[src/hw/dsd_defs.vh]
`ifndef DSD_DEFS_VH
`define DSD_DEFS_VH

// ----------------------------------------
// program space
// ----------------------------------------
`define DSD_PC_W            12
`define DSD_USER_LO         12'h0080
`define DSD_USER_HI         12'h0F9F
`define DSD_VEC_LO          12'h0FF0
`define DSD_VEC_HI          12'h0FF7
`define DSD_NMI_VEC         12'h0FFC
`define DSD_RST_VEC         12'h0FFE
`define DSD_FILL_BYTE       8'hFF
`define DSD_STACK_DEPTH     6

// ----------------------------------------
// data space
// ----------------------------------------
`define DSD_BANK_HI         8'h3F
`define DSD_WIN_LO          8'h40
`define DSD_WIN_HI          8'h7F
`define DSD_PTR_X           8'h80
`define DSD_PTR_Y           8'h81
`define DSD_SHORT_V         8'h82
`define DSD_SHORT_W         8'h83
`define DSD_RAM_LO          8'h84
`define DSD_RAM_HI          8'hBF
`define DSD_ROM_WINDOW_BASE 8'hC9
`define DSD_WIN_BITS        6

// region codes
`define DSD_RG_NONE         3'h0
`define DSD_RG_BANK         3'h1
`define DSD_RG_WIN          3'h2
`define DSD_RG_PTR          3'h3
`define DSD_RG_RAM          3'h4
`define DSD_RG_WBASE        3'h5
`define DSD_RG_PERIPH       3'h6

`endif

[src/hw/dsd_ret_stack.v]
`timescale 1ns/1ps
// ----------------------------------------
// six-deep return address stack
// ----------------------------------------
module dsd_ret_stack #(
    parameter DEPTH = 6,
    parameter AW    = 12
) (
    // clock and reset
    input  wire          mclk_i,
    input  wire          rst_i,
    // push and pop
    input  wire          push_i,
    input  wire          pop_i,
    input  wire [AW-1:0] push_addr_i,
    // status
    output reg  [AW-1:0] top_o,
    output reg  [2:0]    level_o,
    output reg           overflow_o
);
    reg [AW-1:0] slot [0:DEPTH-1];
    integer i;

    // pushing when full drops the oldest entry, as a shift stack does
    always @(posedge mclk_i) begin
        if (push_i && !pop_i) begin
            slot[0] <= push_addr_i;                  // see RULE_02
            for (i = 1; i < DEPTH; i = i + 1) begin
                slot[i] <= slot[i-1];
            end
        end else if (pop_i && !push_i) begin
            for (i = 0; i < DEPTH - 1; i = i + 1) begin
                slot[i] <= slot[i+1];
            end
        end else if (push_i && pop_i) begin
            slot[0] <= push_addr_i;
        end
    end

    always @(posedge mclk_i) begin
        if (rst_i) begin
            level_o    <= 3'h0;
            overflow_o <= 1'b0;
            top_o      <= {AW{1'b0}};
        end else begin
            if (push_i && !pop_i) begin
                if (level_o == DEPTH[2:0]) begin
                    overflow_o <= 1'b1;
                end else begin
                    level_o <= level_o + 3'h1;
                end
                top_o <= push_addr_i;
            end else if (pop_i && !push_i) begin
                if (level_o != 3'h0) begin
                    level_o <= level_o - 3'h1;
                end
                top_o <= slot[1];
            end else if (push_i && pop_i) begin
                top_o <= push_addr_i;
            end
        end
    end
endmodule

[src/hw/dsd_decoder.v]
`timescale 1ns/1ps
`include "dsd_defs.vh"
// How it works
// RULE_01 - instruction pointer is twelve bits wide
// RULE_02 - six-entry twelve-bit return stack
// RULE_03 - user code at 0080h to 0F9Fh
// RULE_04 - vectors at 0FF0h-0FF7h, 0FF8h-0FFBh reserved
// RULE_05 - NMI vector 0FFCh, reset vector 0FFEh
// RULE_06 - reserved program bytes filled with 0FFh
// RULE_07 - protection option blocks external readout
// RULE_08 - data 00h-3Fh is banked region
// RULE_09 - 080h-083h map to X, Y, V, W
// RULE_10 - sixty bytes RAM at 084h-0BFh
// RULE_11 - reads at 40h-7Fh come from program memory
// RULE_12 - window moves in 64-byte steps
// RULE_13 - window base high, data address low six
// RULE_14 - window base register is write only
// RULE_15 - reset leaves window base untouched
// RULE_16 - window base decoded at 0C9h, writes only
// RULE_17 - only base bits 5..0 are kept
// RULE_18 - window read shares fetch port, RAM timing
module dsd_decoder #(
    parameter PC_W  = 12,
    parameter DEPTH = 6
) (
    // clock and reset
    input  wire            mclk_i,
    input  wire            rst_i,
    // core instruction side
    input  wire [PC_W-1:0] fetch_addr_i,
    input  wire            fetch_req_i,
    input  wire            call_i,
    input  wire            ret_i,
    // core data side
    input  wire [7:0]      data_addr_i,
    input  wire            data_rd_i,
    input  wire            data_wr_i,
    input  wire [7:0]      data_wdata_i,
    // option and external readout
    input  wire            readout_protect_i,
    input  wire            ext_read_req_i,
    input  wire [PC_W-1:0] ext_read_addr_i,
    // program memory port
    output wire [PC_W-1:0] pmem_addr_o,
    output wire            pmem_rd_o,
    input  wire [7:0]      pmem_rdata_i,
    // decoded selects
    output wire [2:0]      data_region_o,
    output wire [1:0]      ptr_sel_o,
    output wire [5:0]      bank_offset_o,
    output wire [5:0]      ram_index_o,
    output wire            periph_sel_o,
    // program space class of fetch address
    output wire            fetch_user_o,
    output wire            fetch_vector_o,
    output wire            fetch_reserved_o,
    output wire            fetch_nmi_vec_o,
    output wire            fetch_rst_vec_o,
    // data and status outputs
    output reg  [7:0]      win_rdata_o,
    output reg             win_rvalid_o,
    output reg  [7:0]      ext_rdata_o,
    output reg             ext_rvalid_o,
    output wire [PC_W-1:0] ret_addr_o,
    output wire [2:0]      stack_level_o,
    output wire            stack_overflow_o
);
    // ----------------------------------------
    // window base register
    // ----------------------------------------
    // no reset branch: contents keep their value across reset by design
    reg  [`DSD_WIN_BITS-1:0] rom_window_base_reg;
    wire                     base_wr;

    assign base_wr = data_wr_i && (data_addr_i == `DSD_ROM_WINDOW_BASE); // see RULE_16

    always @(posedge mclk_i) begin
        if (base_wr) begin
            rom_window_base_reg <= data_wdata_i[`DSD_WIN_BITS-1:0]; // see RULE_17
        end                                                     // see RULE_15
    end

    // ----------------------------------------
    // data space decode
    // ----------------------------------------
    function [2:0] region_of;
        input [7:0] a;
        begin
            if (a <= `DSD_BANK_HI) begin
                region_of = `DSD_RG_BANK;                      // see RULE_08
            end else if (a <= `DSD_WIN_HI) begin
                region_of = `DSD_RG_WIN;                       // see RULE_11
            end else if (a <= `DSD_SHORT_W) begin
                region_of = `DSD_RG_PTR;                       // see RULE_09
            end else if (a <= `DSD_RAM_HI) begin
                region_of = `DSD_RG_RAM;                       // see RULE_10
            end else if (a == `DSD_ROM_WINDOW_BASE) begin
                region_of = `DSD_RG_WBASE;
            end else begin
                region_of = `DSD_RG_PERIPH;
            end
        end
    endfunction

    wire [2:0] region;
    wire       win_rd;

    assign region        = region_of(data_addr_i);
    assign data_region_o = region;
    assign ptr_sel_o     = data_addr_i[1:0];                   // see RULE_09
    assign bank_offset_o = data_addr_i[5:0];                   // see RULE_08
    assign ram_index_o   = data_addr_i[5:0] - 6'h04;           // see RULE_10
    assign periph_sel_o  = (region == `DSD_RG_PERIPH);
    // the base register never answers a read; the core sees no driver there
    assign win_rd        = data_rd_i && (region == `DSD_RG_WIN); // see RULE_14

    // ----------------------------------------
    // program space classes
    // ----------------------------------------
    function in_range;
        input [PC_W-1:0] a;
        input [PC_W-1:0] lo;
        input [PC_W-1:0] hi;
        begin
            in_range = (a >= lo) && (a <= hi);
        end
    endfunction

    assign fetch_user_o     = in_range(fetch_addr_i, `DSD_USER_LO, `DSD_USER_HI); // see RULE_03
    assign fetch_vector_o   = in_range(fetch_addr_i, `DSD_VEC_LO, `DSD_VEC_HI);   // see RULE_04
    // each vector is a two-byte pair, so the odd byte is the vector's own as well
    assign fetch_nmi_vec_o  = in_range(fetch_addr_i, `DSD_NMI_VEC,
                                       `DSD_NMI_VEC | 12'h001);                   // see RULE_05
    assign fetch_rst_vec_o  = in_range(fetch_addr_i, `DSD_RST_VEC,
                                       `DSD_RST_VEC | 12'h001);                   // see RULE_05
    // image fill of 0FFh in these areas is left to the programmer
    assign fetch_reserved_o = !fetch_user_o && !fetch_vector_o
                              && !fetch_nmi_vec_o && !fetch_rst_vec_o;            // see RULE_06

    // ----------------------------------------
    // shared program memory port
    // ----------------------------------------
    // priority: window read, then fetch, then external readout; the window
    // read wins so that a data access keeps plain ram timing
    localparam [1:0] GNT_IDLE  = 2'h0;
    localparam [1:0] GNT_WIN   = 2'h1;
    localparam [1:0] GNT_FETCH = 2'h2;
    localparam [1:0] GNT_EXT   = 2'h3;

    wire            ext_req_ok;
    wire            ext_ok;
    wire [PC_W-1:0] win_addr;
    reg  [1:0]      grant;
    reg  [PC_W-1:0] port_addr;
    reg             port_rd;

    assign win_addr   = {rom_window_base_reg, data_addr_i[5:0]}; // see RULE_13
    // protection blocks external readout outright, no cycle is spent
    assign ext_req_ok = ext_read_req_i && !readout_protect_i;    // see RULE_07
    assign ext_ok     = (grant == GNT_EXT);

    always @* begin
        if (win_rd) begin
            grant = GNT_WIN;
        end else if (fetch_req_i) begin
            grant = GNT_FETCH;
        end else if (ext_req_ok) begin
            grant = GNT_EXT;
        end else begin
            grant = GNT_IDLE;
        end
    end

    // an idle port still shows the readout address, which costs nothing
    always @* begin
        case (grant)
            GNT_WIN: begin
                port_addr = win_addr;                            // see RULE_12
                port_rd   = 1'b1;
            end
            GNT_FETCH: begin
                port_addr = fetch_addr_i;                        // see RULE_01
                port_rd   = 1'b1;
            end
            GNT_EXT: begin
                port_addr = ext_read_addr_i;
                port_rd   = 1'b1;
            end
            default: begin
                port_addr = ext_read_addr_i;
                port_rd   = 1'b0;
            end
        endcase
    end

    assign pmem_addr_o = port_addr;
    assign pmem_rd_o   = port_rd;                                // see RULE_18

    always @(posedge mclk_i) begin
        if (rst_i) begin
            win_rdata_o  <= 8'h00;
            win_rvalid_o <= 1'b0;
            ext_rdata_o  <= 8'h00;
            ext_rvalid_o <= 1'b0;
        end else begin
            win_rvalid_o <= win_rd;                              // see RULE_18
            ext_rvalid_o <= ext_ok;
            if (win_rd) begin
                win_rdata_o <= pmem_rdata_i;
            end
            if (ext_ok) begin
                ext_rdata_o <= pmem_rdata_i;
            end
        end
    end

    // ----------------------------------------
    // return stack
    // ----------------------------------------
    dsd_ret_stack #(
        .DEPTH (DEPTH),
        .AW    (PC_W)
    ) u_stack (
        .mclk_i      (mclk_i),
        .rst_i       (rst_i),
        .push_i      (call_i),
        .pop_i       (ret_i),
        .push_addr_i (fetch_addr_i),
        .top_o       (ret_addr_o),
        .level_o     (stack_level_o),
        .overflow_o  (stack_overflow_o)
    );                                                           // see RULE_02
endmodule

[config.mk]
export PLATFORM = sky130hd
export DESIGN_NAME = dsd_decoder
export DESIGN_NICKNAME = d
export VERILOG_FILES = /design/src/hw/dsd_ret_stack.v /design/src/hw/dsd_decoder.v
export VERILOG_INCLUDE_DIRS = /design/src /design/src/hw
export SDC_FILE = /design/constraint.sdc
export NUM_CORES = 1
export LEC_CHECK = 0
export ABC_AREA = 0
export BUFFER_PORTS_ARGS = -buffer_cell sky130_fd_sc_hd__buf_2
export CAP_MARGIN = 20
export CORE_MARGIN = 10
export CORE_UTILIZATION = 35
export CTS_CLUSTER_DIAMETER = 150
export CTS_CLUSTER_SIZE = 14
export DETAILED_ROUTE_END_ITERATION = 10
export PLACE_DENSITY = 0.58
export SETUP_SLACK_MARGIN = 0.05
export SYNTH_ARGS = -nofsm -noshare
export SYNTH_HDL_FRONTEND = slang
export SYNTH_SLANG_ARGS = --single-unit
[constraint.sdc]
create_clock -name mclk_i -period 3.53 [get_ports mclk_i]
set_clock_uncertainty 0.1 [all_clocks]
set_input_delay 0.5295 -clock mclk_i [delete_from_list [all_inputs] [get_ports mclk_i]]
set_output_delay 0.5295 -clock mclk_i [all_outputs]
set_load 0.1 [all_outputs]
# Word-level counts from Yosys, hierarchy flattened
# Memories as Yosys holds them, arrays and structs flattened.
# Index checks and enable logic that the tools add are counted.
dict set report op_classes {
  n_eq_ne 8
  muxes 32
  addsub 3
  reduce_logical 27
  n_bitwise 6
  order_cmp 12
}
# cell count
set op_table {}
lappend op_table {{two-way mux 12 bit} 9}
lappend op_table {{<= comparator 12 bit (second input constant)} 4}
lappend op_table {{greater-or-equal comparator 12 bit (second input constant)} 3}
lappend op_table {{case mux 12 bit (2 select lines)} 1}
lappend op_table {{two-way mux 3 bit} 7}
lappend op_table {{<= comparator 8 bit (second input constant)} 2}
lappend op_table {{logical AND 1 bit} 13}
lappend op_table {{greater-or-equal comparator 12 x 8 -> 1 bit (second input constant)} 1}
lappend op_table {{two-way mux 1 bit} 10}
lappend op_table {{two-way mux 2 bit} 5}
lappend op_table {{equality test 8 bit (second input constant)} 1}
lappend op_table {{<= comparator 8 x 6 -> 1 bit (second input constant)} 1}
lappend op_table {{<= comparator 8 x 7 -> 1 bit (second input constant)} 1}
lappend op_table {{logical NOT 1 bit} 7}
lappend op_table {{equality test 3 bit (second input constant)} 2}
lappend op_table {{OR 1 bit} 6}
lappend op_table {{nonzero test 3 bit} 2}
lappend op_table {{subtractor 6 x 3 -> 6 bit (second input constant)} 1}
lappend op_table {{equality test 2 bit (second input constant)} 2}
lappend op_table {{nonzero test 2 bit} 2}
lappend op_table {{adder 3 x 1 -> 3 bit (second input constant)} 1}
lappend op_table {{equality test 3 x 2 -> 1 bit (second input constant)} 1}
lappend op_table {{AND reduction 3 bit} 1}
lappend op_table {{OR reduction 3 bit} 1}
lappend op_table {{4 further kinds} 4}
dict set report word_totals {
  ram_bits 72
  ff_bits 40
  n_memories 1
  out_inout_bits 70
}
# memory words width rd rd_clocked_by_memory_dff wr line
set memory_table {}
lappend memory_table {u_stack.slot 6 12 6 0 6 dsd_ret_stack.v:21} ;# reg [AW-1:0] slot [0:DEPTH-1];

# Logic depth before layout (Yosys ltp)
# Gate-level depths: netlist of run 1.
dict set report depth {
  ltp_word 12
  depth_mapped 8
}

# By module
# From an unflattened synthesis of run 1, not the netlist that was laid out.
dict set report unflattened {
  cells_unflattened 400
  hier_area_um2 5180.0
}
# module cells_each area_per_inst_um2 n_inst seq_area_each_um2
set modules_own_cells {}
lappend modules_own_cells {dsd_ret_stack 228 3716.1 1 2482.4}
lappend modules_own_cells {dsd_decoder 172 1463.9 1 540.5}

# Least setup slack after synthesis of run 1
# No wires, ideal clock.
dict set report synth_timing {
  kind {input to output}
  from {in data_addr_i[6]}
  to {out pmem_addr_o[0]}
  arrival_ns 3.273
  path_stages 5
  slack_ns -0.373
  cell_sequence {buf_2 and3b_1 buf_6 clkbuf_1 o21ai_0}
}
dict set report synth_between {
  elab_chain_cells 11
}
# element line
set synth_rtl {}
lappend synth_rtl {{start, declared} dsd_decoder.v:35} ;# input wire [7:0] data_addr_i,
lappend synth_rtl {{branches (longest 5 deep; another with <= comparator 8 bit)} n/a}
lappend synth_rtl {{two-way mux 3 bit (*)} dsd_decoder.v:89} ;# if (a <= `DSD_BANK_HI) begin
lappend synth_rtl {{equality test 3 x 2 -> 1 bit (no source line) (*)} n/a}
lappend synth_rtl {{logical AND 1 bit (*)} dsd_decoder.v:115} ;# assign win_rd = data_rd_i && (region == `DSD_RG_WIN);
lappend synth_rtl {{two-way mux 2 bit (*)} dsd_decoder.v:163} ;# if (win_rd) begin
lappend synth_rtl {{equality test 2 bit / equality test 2 x 1 -> 1 bit (equally long branches)} dsd_decoder.v:176} ;# case (grant)
lappend synth_rtl {{case mux 12 bit (2 select lines) (*)} dsd_decoder.v:176}
lappend synth_rtl {{end, declared} dsd_decoder.v:44} ;# output wire [PC_W-1:0] pmem_addr_o,
# Every way passes the cells marked *.

# Worst setup path in the final report of run 1
dict set report layout_timing {
  from {in data_addr_i[2]}
  to {out data_region_o[0]}
}
dict set report layout_between {
  elab_chain_cells 6
}
# element line
set layout_rtl {}
lappend layout_rtl {{branches (longest 5 deep; another with <= comparator 8 bit)} n/a}
lappend layout_rtl {{two-way mux 3 bit (*)} dsd_decoder.v:89}
lappend layout_rtl {{end, declared} dsd_decoder.v:48} ;# output wire [2:0] data_region_o,
# Marked as above.

==> impl_metrics.csv, run 1 <==
group,metric,value,unit
outcome,status,"finished clean",
route,firstDrtPassIters,4,
grt,antenna_found_initial,1,
clock_tree,cts_buffers,9,
floorplan,start_util,35.5,%
layout,top_regs,"u_stack.slot (72), u_stack.top_o (12)",
yosys,async_flop_share,0,%
layout,syn_to_final_growth,20.4,%
yosys,netlist_instances,401,
timing,max_freq,363,MHz
yosys,synth_warnings,0,
grt,grt-ovfl-total,0,
timing,slew_viol_final,0,
placed_design,numPortBuffers,124,
yosys,postSynthAreaPerCell,12.8,µm²
power,cellPowerDensity,545,nW/µm²
layout,final_nets,573,
power,leakage,2.51,nW
route,first_iter_violations,189,
yosys,yosysUniqueCellTypes,42,
layout,drive_gt1_share,41.2,%
layout,largest_reg_flops,72,
route,drt_wl_total,12.5,mm
setup_path,worstSetupPathType,"in -> out",
yosys,ys.flop_type,"edfxtp_1",
timing,hold_violations,0,
power,p_total,3.37,mW
clock_tree,cts_sinks,112,
timing,min_period,2.76,ns
layout,largest-register,"u_stack.slot",
timing,hold_ws,0.261,ns
yosys,synth_fp_nets,465,
layout,n_antenna_cell,0,
yosys,ys_seq_elements,112,
timing,setup_violations,0,
timing,setup_slack,0.772,ns
grt,grt_max_degree,56,
route,wl_per_cell,17.9,µm
grt,track_usage,12.4,%
placed_design,dp_hpwl,9.21,mm
timing,rsz0062_at_grt,"false",
floorplan,die_w,141,µm
clock_tree,clk_latency,0.35,ns
timing,max_slew_margin,50.6,%
route,final_antenna_net_count,0,
placed_design,place_ws,0.762,ns
worst_hold_path,hp-class,"in -> reg",
placed_design,dp.cells,682,
clock_tree,post_cts_buffers,0,
setup_path,startpoint_type,"input pin",
placed_design,placed_cell_area,5890,µm²
route,viasPerCell,4.91,
timing,tns,0,ns
clock_tree,h-tree-depth,3,
setup_path,crit_path_end_kind,"output port",
yosys,ys_seq_area_share,58.8,%
layout,postLayoutCoreUtil,42.8,%
power,worst_ir_drop_vdd,0.000246,V
yosys,synth_edf_count,78,
clock_tree,post_cts_resized,0,
grt,grt_pass1_wl,19.6,mm
clock_tree,root_buffer,"clkbuf_16",
clock_tree,path_clk_slew,0.07,ns
layout,instances_no_fill,698,
floorplan,core-area,14500,µm²
clock_tree,cts_buffer_depth,2,
floorplan,die_y,141,µm
floorplan,rows,44,
setup_path,cp_max_fo,4,
clock_tree,cts_tree,"yes",
route,dr_total_vias,3427,
placed_design,gp_congestion,0.736,
floorplan,io_pins,127,
clock_tree,holdBufCountCts,0,
grt,grt_pass1_vias,3573,
yosys,synth_area,5140,µm²
timing,min_period_over_period,78.1,%
floorplan,dieArea,19900,µm²
job,drv_cap,0,
setup_path,crit_required,2.90,ns
layout,final_area,6190,µm²
setup_path,critPathArrivalTime,2.13,ns
route,drc,0,
timing,max_slew.worst_pin.slew,0.742,ns
synthesized netlist by cell type (2+ instances only):
| cell | instances | area share [%] |
|---|---|---|
| and4_1 | 2 | 0.34 |
| a41oi_1 | 2 | 0.34 |
| ha_1 | 6 | 1.5 |
| a211oi_1 | 10 | 1.5 |
| buf_2 | 11 | 1.1 |
| xor2_1 | 2 | 0.34 |
| nor3_1 | 4 | 0.39 |
| a311oi_1 | 2 | 0.34 |
| nor2_1 | 22 | 1.6 |
| nand3_1 | 4 | 0.39 |
| clkbuf_1 | 9 | 0.66 |
| a31oi_1 | 2 | 0.24 |
| and3_1 | 2 | 0.24 |
| mux2_2 | 60 | 13 |
| nand2b_1 | 19 | 2.3 |
| nand2_1 | 34 | 2.5 |
| mux2i_1 | 31 | 6.0 |
| a21oi_1 | 12 | 1.2 |
| o21ai_0 | 15 | 1.5 |
| dfxtp_1 | 34 | 13 |
| nor4_1 | 2 | 0.24 |
| edfxtp_1 | 78 | 46 |
| nand3b_1 | 2 | 0.29 |
| buf_4 | 11 | 1.6 |
| inv_1 | 8 | 0.58 |
layout make-up:
type	count	area, µm²
inverters	9	33.8
clock buffers	10	229
multi-input cells	247	1920
well taps	184	230
clock inverters	6	70.1
flip-flops and latches	112	3020
fillers	1385	8290
repair buffers	130	686
routing by layer:
layer / part of all wire [%] / vias to the layer above / GRT usage, % / wire, µm
li1: - / 1672 / - / -
met1: 42 / 1671 / 14.3 / 5270
met2: 53 / 63 / 22.2 / 6640
met5: 0.14 / - / 0 / 17
met4: 1.9 / 2 / 4.89 / 242
met3: 2.5 / 19 / 1.95 / 309
layout by cell type (no fill, tap or decap), types with 4 or more instances in the layout:
cell / count
buf_4: 5
o21ai_1: 5
nand3_1: 4
mux2_2: 60
inv_1: 8
o21ai_0: 10
nand2_1: 34
a21oi_1: 12
nand2b_1: 19
buf_2: 124
clkbuf_16: 9
dfxtp_1: 34
edfxtp_1: 78
a211oi_1: 10
mux2i_1: 31
ha_1: 5
nor2_1: 22
worst max-delay path, stage by stage:
cell	delay, ns
buf_2	0.12
inv_1	0.10
ha_1	0.23
or3b_2	0.48
a21oi_1	0.15
a31o_2	0.11
buf_2	0.42
final timing paths:
| kind | start | end | slack [ns] | cells after the start |
|---|---|---|---|---|
| max | data_addr_i[2] | data_region_o[0] | 0.77 | 7 |
| min | data_wdata_i[1] | rom_window_base_reg[1] | 0.26 | 1 |
| min reg2reg | u_stack.slot[4][7] | u_stack.slot[5][7] | 0.35 | 0 |
| max reg2reg | u_stack.level_o[0] | u_stack.level_o[2] | 1.86 | 4 |
power by group:
| group | total, mW | switching (mW) | internal, mW |
|---|---|---|---|
| combinational | 0.726 | 0.541 | 0.185 |
| clock | 1.03 | 0.477 | 0.557 |
| sequential | 1.61 | 0.0607 | 1.55 |
logic make-up (layout without fill, tap and decap cells):
group / Yosys count / after routing / share of synthesized area, %
flip-flops: 112 / 112 / 58.8
AND/OR/NAND/NOR: 98 / 98 / 9.54
multiplexers: 91 / 91 / 19.2
AO/OA/AOI/OAI: 49 / 49 / 6.06
buffers and inverters: 42 / 155 / 4.28
adder cells (fa/ha/maj): 7 / 7 / 1.85
XOR/XNOR: 2 / 2 / 0.341
(Power assumes the default switching activity.)
==> inputs of run 2 (changes only) <==
ABC_AREA = 1   (was 0)
PLACE_DENSITY = 0.59   (was 0.58)
clock period = 2.8 ns   (was 3.53 ns; I/O delays follow)
==> run 2 against run 1 <==
  * Clock-buffer cell count rose by 1
  * Die area fell by 1.8%
  * Synthesized area fell by 2.1%
  * Clock power rose by 15%
  * Hold slack got worse by 0.11 ns
  * Cell area rose by 1.1%
  * Final cell count rose by 16%
  * Register-to-register slack got worse by 0.43 ns
  * Critical path depth rose by 1
  * Via count rose by 14%
  * Power rose by 25%
  * Routed wire length rose by 6.1%
==> impl_metrics.csv, run 2 <==
group,metric,value,unit
outcome,status,"finished clean",
grt,grt_pass1_wl,21.0,mm
yosys,ys_seq_area_share,60.0,%
yosys,synth_top_area_cell,"edfxtp_1",
grt,track_usage,13.1,%
clock_tree,cts_sinks,112,
timing,max_slew.worst_pin.slew,0.808,ns
layout,final_nets,687,
route,final_antenna_net_count,0,
grt,grt_max_degree,57,
layout,n_fill_cell,1369,
clock_tree,cts_buffer_depth,2,
yosys,synth_top_area_share,46.5,%
placed_design,gp_congestion,0.890,
floorplan,rows,43,
power,internal_power,2.80,mW
floorplan,start_util,36.0,%
setup_path,rrSetupSlack,1.43,ns
floorplan,die_y,140,µm
route,wl_per_cell,16.4,µm
route,firstDrtPassIters,4,
timing,setup_violations,0,
timing,max_slew_margin,46.0,%
timing,min_period,2.33,ns
placed_design,placed_cell_area,5990,µm²
timing,max_freq,430,MHz
setup_path,critPathArrivalTime,1.81,ns
yosys,ys_seq_elements,112,
floorplan,dieArea,19600,µm²
layout,syn_to_final_growth,24.3,%
yosys,synth_common_cells,"nand2_1 (86), edfxtp_1 (78), inv_1 (71), o21ai_0 (66), a21oi_1 (44)",
layout,multi_input_area,1640,µm²
worst_hold_path,hp-class,"in -> reg",
route,drt_wl_total,13.2,mm
yosys,postSynthAreaPerCell,9.80,µm²
grt,grt-ovfl-total,0,
floorplan,io_pins,127,
floorplan,core-area,14000,µm²
setup_path,crit_required,2.28,ns
yosys,synth_area,5040,µm²
clock_tree,clk_latency,0.34,ns
timing,hold_violations,0,
layout,mostFrequentLayoutCells,"buf_2 (116), nand2_1 (86), edfxtp_1 (78)",
yosys,synth_warnings,0,
clock_tree,cts_buffers,9,
timing,min_period_over_period,83.2,%
power,p_sw,1.41,mW
route,dr_total_vias,3904,
layout,drive_gt1_share,28.8,%
grt,antenna_found_initial,0,
layout,final_common_cell,"buf_2",
power,worst_ir_drop_vdd,0.000348,V
yosys,async_flop_share,0,%
power,pwr-share-seq,48.0,%
placed_design,numPortBuffers,124,
power,cellPowerDensity,673,nW/µm²
layout,final_area,6260,µm²
yosys,yosysUniqueCellTypes,28,
setup_path,cp_max_fo,3,
layout,n_antenna_cell,0,
layout,largest_reg_flops,72,
job,drv_cap,0,
layout,largest-register,"u_stack.slot",
yosys,synth.area.top_cells,"edfxtp_1 (47%), dfxtp_1 (14%), o21ai_0 (6.6%)",
yosys,yosysMostFrequentCell,"nand2_1",
setup_path,worstSetupPathType,"in -> out",
route,first_iter_violations,231,
yosys,ys.flop_type,"edfxtp_1",
grt,grt_pass1_vias,3866,
floorplan,die_w,140,µm
clock_tree,cts_tree,"yes",
clock_tree,holdBufCountCts,0,
power,p_clk_share,28.1,%
setup_path,startpoint_type,"input pin",
power,pwr-share-comb,23.9,%
route,drc,0,
clock_tree,root_buffer,"clkbuf_16",
layout,seqCellArea,3020,µm²
timing,slew_viol_final,0,
timing,rsz0062_at_grt,"false",
placed_design,dp_hpwl,9.83,mm
layout,top_regs,"u_stack.slot (72), u_stack.top_o (12)",
clock_tree,post_cts_resized,0,
clock_tree,path_clk_slew,0.07,ns
timing,tns,0,ns
route,viasPerCell,4.83,
setup_path,crit_path_end_kind,"output port",
yosys,synth_edf_count,78,
yosys,synth_fp_nets,578,
yosys,netlist_instances,514,
power,swShare,33.6,%
clock_tree,post_cts_buffers,0,
clock_tree,h-tree-depth,3,
power,leakage,2.70,nW
## run 2: cell count changes in the layout (fill, tap and decap cells not counted), sizes merged, moves of 3 or more
cell	previous run	this run
mux2i	31	0
o221ai	0	9
nand2	34	89
nor2	22	30
a211oi	10	0
a21oi	12	44
nand3	4	20
o21ai	15	74
inv	9	75
nand2b	19	0
mux2	60	12
nor3	5	2
## run 2: power by group through the flow
| stage | clock network (mW) | logic (mW) | registers (mW) |
|---|---|---|---|
| 2_1_floorplan | 0 | 0.554 | 2.26 |
| 3_3_place_gp | 0 | 0.998 | 2.05 |
| 3_5_place_dp | 0 | 1.01 | 2.05 |
| 4_1_cts | 1.22 | 1.02 | 2.02 |
| 5_1_grt | 1.28 | 1.07 | 2.04 |
| 6_report | 1.18 | 1.01 | 2.02 |
## run 2: final cells by class
class / count / share of cell area (%)
Clock buffer: 11 / 3.72
Clock inverter: 5 / 0.620
Inverter: 73 / 4.70
Multi-Input combinational cell: 296 / 26.2
Sequential cell: 112 / 48.3
Tap cell: 180 / 3.60
Timing Repair Buffer: 131 / 12.9
## run 2: worst paths after layout
kind | from | cells past startpoint | end
min reg2reg | win_rdata_o[3] | 2 | win_rdata_o[3]
min | data_wdata_i[0] | 1 | rom_window_base_reg[0]
max reg2reg | u_stack.level_o[0] | 6 | u_stack.level_o[2]
max | data_addr_i[3] | 8 | data_region_o[0]
## run 2: critical path: stages
cell and delay, ns:
buf_2 0.12, inv_1 0.11, ha_1 0.24, nand3_1 0.13
nand2_1 0.12, inv_1 0.09, o21ai_4 0.13, buf_2 0.44
## run 2: metal layers
layer  GRT usage (%)  vias to the layer above  routed length [µm]
li1                -                     1946                   -
met3            3.25                        9                 529
met4            3.15                        0                  91
met2            21.8                       83                6570
met5               0                        -                   0
met1            16.6                     1866                6050
## run 2: per-stage QoR
stage	total power, mW	utilization [%]	std cells	setup WS, ns	hold slack, ns
floorplan	2.81	-	514	-0.230	0.327
global placement	3.05	42.8	792	0.508	0.334
detailed placement	3.07	42.8	792	0.472	0.335
CTS	4.26	44.7	808	0.471	0.136
global route	4.39	44.7	808	0.358	0.137
finish	4.21	44.7	808	0.472	0.150
## run 2: kinds of logic after synthesis
kind of cell,share of synthesized area [%]
simple gates,11.8
xor+xnor,0.348
buf+inv,9.44
fa+ha+maj,1.89
compound gates,13.9
mux,2.68
flops,60.0
==> inputs of run 3 (changes only) <==
ABC_AREA = 0   (was 1)
PLACE_DENSITY = 0.58   (was 0.59)
clock period = 2.21 ns   (was 2.8 ns; I/O delays follow)
==> run 3 against run 2 <==
  * Sequential cell count did not move
  * Die area rose by 1.8%
  * Hold slack got worse by 0.086 ns
  * Global-route usage fell by 0.11 points
  * Utilization rose by 2.8 points
  * First-iteration DRC count fell by 23%
  * Largest power group unchanged
==> impl_metrics.csv, run 3 (synthesis gave the netlist of run 1 again) <==
group,metric,value,unit
outcome,status,"finished clean",
layout,mostFrequentLayoutCells,"buf_2 (101), edfxtp_1 (78), mux2_2 (60)",
timing,hold_violations,0,
power,cellPowerDensity,794,nW/µm²
layout,final_nets,584,
worst_hold_path,min_from,"data_wdata_i[2]",
layout,n_antenna_cell,0,
setup_path,startpoint,"data_addr_i[2]",
grt,grt-ovfl-total,0,
power,p_total,5.46,mW
setup_path,path_cells,"buf_2, clkinvlp_4, ha_4, or3b_2, a21oi_2, a31o_4, buf_12",
layout,largest_reg_flops,72,
placed_design,numPortBuffers,124,
power,worst_ir_drop_vdd,0.000404,V
clock_tree,post_cts_resized,0,
layout,top_regs,"u_stack.slot (72), u_stack.top_o (12)",
route,dr_total_vias,3525,
floorplan,start_util,35.5,%
floorplan,dieArea,19900,µm²
timing,setup_slack,0.138,ns
route,wl_per_cell,19.0,µm
timing,setup_violations,0,
setup_path,crit_family,"simple AND/OR/NAND/NOR gates",
layout,syn_to_final_growth,33.7,%
placed_design,gp_congestion,0.755,
placed_design,place_ws,0.0776,ns
clock_tree,cts_sinks,112,
grt,grt_max_degree,51,
grt,grt_pass1_wl,20.5,mm
timing,max_slew.worst_pin.slew,0.687,ns
floorplan,io_pins,127,
grt,grt_pass1_vias,3647,
setup_path,critPathArrivalTime,1.64,ns
worst_hold_path,hp-class,"in -> reg",
clock_tree,cts_buffer_depth,2,
route,firstDrtPassIters,4,
timing,hold_ws,0.0638,ns
clock_tree,cts_buffers,9,
route,drt_wl_total,13.5,mm
route,viasPerCell,4.97,
clock_tree,post_cts_buffers,0,
grt,track_usage,13.0,%
power,leakage,2.72,nW
layout,drive_gt1_share,48.0,%
layout,n_fill_cell,1300,
clock_tree,h-tree-depth,3,
job,drv_cap,0,
route,top_layer_used,"met4",
route,final_antenna_net_count,0,
floorplan,die_w,141,µm
clock_tree,path_clk_slew,0.07,ns
timing,max_freq,483,MHz
clock_tree,root_buffer,"clkbuf_16",
layout,postLayoutCoreUtil,47.5,%
setup_path,slowest_delay,0.48,ns
setup_path,crit_buf_inv,3,
setup_path,startpoint_type,"input pin",
route,dr_wl_met2,6.53,mm
clock_tree,clk_latency,0.35,ns
route,wl_met3,889,µm
setup_path,cp_max_fo,4,
route,first_iter_violations,179,
placed_design,dp_hpwl,10.0,mm
setup_path,worstSetupPathType,"in -> out",
route,wl_met1,5.94,mm
grt,antenna_found_initial,0,
timing,slew_viol_final,0,
floorplan,die_y,141,µm
setup_path,cp_slowest_cell,"or3b_2",
setup_path,crit_required,1.78,ns
layout,largest-register,"u_stack.slot",
timing,max_slew_margin,54.2,%
timing,min_period_over_period,93.8,%
clock_tree,holdBufCountCts,0,
timing,rsz0062_at_grt,"false",
setup_path,crit_path_end_kind,"output port",
floorplan,core-area,14500,µm²
route,drc,0,
floorplan,rows,44,
clock_tree,cts_tree,"yes",
layout,final_common_cell,"buf_2",
timing,min_period,2.07,ns
setup_path,rr_startpoint,"u_stack.level_o[0]",
-- run 3: final cells by class --
class / instances / area, µm² / share of cell area (%)
Tap cell: 184 / 230 / 3.35
Timing Repair Buffer: 141 / 1160 / 16.8
Multi-Input combinational cell: 247 / 2150 / 31.3
Clock buffer: 11 / 233 / 3.38
Clock inverter: 5 / 40.0 / 0.582
Inverter: 9 / 41.3 / 0.600
Sequential cell: 112 / 3030 / 44.0
-- run 3: worst reg2reg max path, stage by stage, from the launching register on --
cell and delay, ns:
dfxtp_2 0.37, fa_1 0.49, nor3b_1 0.28, mux2i_1 0.20, and3_1 0.16
-- run 3: power by group --
group | leakage [nW] | total, mW | switching [mW] | internal [mW]
Clock | 0.135 | 1.52 | 0.745 | 0.779
Combinational | 1.55 | 1.36 | 0.924 | 0.435
Sequential | 1.04 | 2.58 | 0.0946 | 2.48
Total | 2.72 | 5.46 | 1.76 | 3.69
-- run 3: stage by stage --
step	instances	TNS, ns	area (µm²)
after CTS	709	0	6880
final	709	0	6880
after global placement	693	0	6600
after global routing	709	0	6880
after floorplan	401	-0.712	5400
after detailed placement	693	0	6600
-- run 3: path summary, 6_finish.rpt --
| path | cells after the start | slack [ns] | end |
|---|---|---|---|
| setup / recovery | 7 | 0.14 | data_region_o[0] |
| hold / removal | 1 | 0.06 | rom_window_base_reg[2] |
| setup reg to reg | 4 | 0.56 | u_stack.level_o[2] |
| hold reg to reg | 0 | 0.35 | u_stack.slot[5][6] |
-- run 3: metal layers --
metal	global-route usage [%]	up-vias
li1	-	1691
met1	15.8	1729
met2	21.8	96
met3	4.03	9
met4	3.10	0
met5	0	-
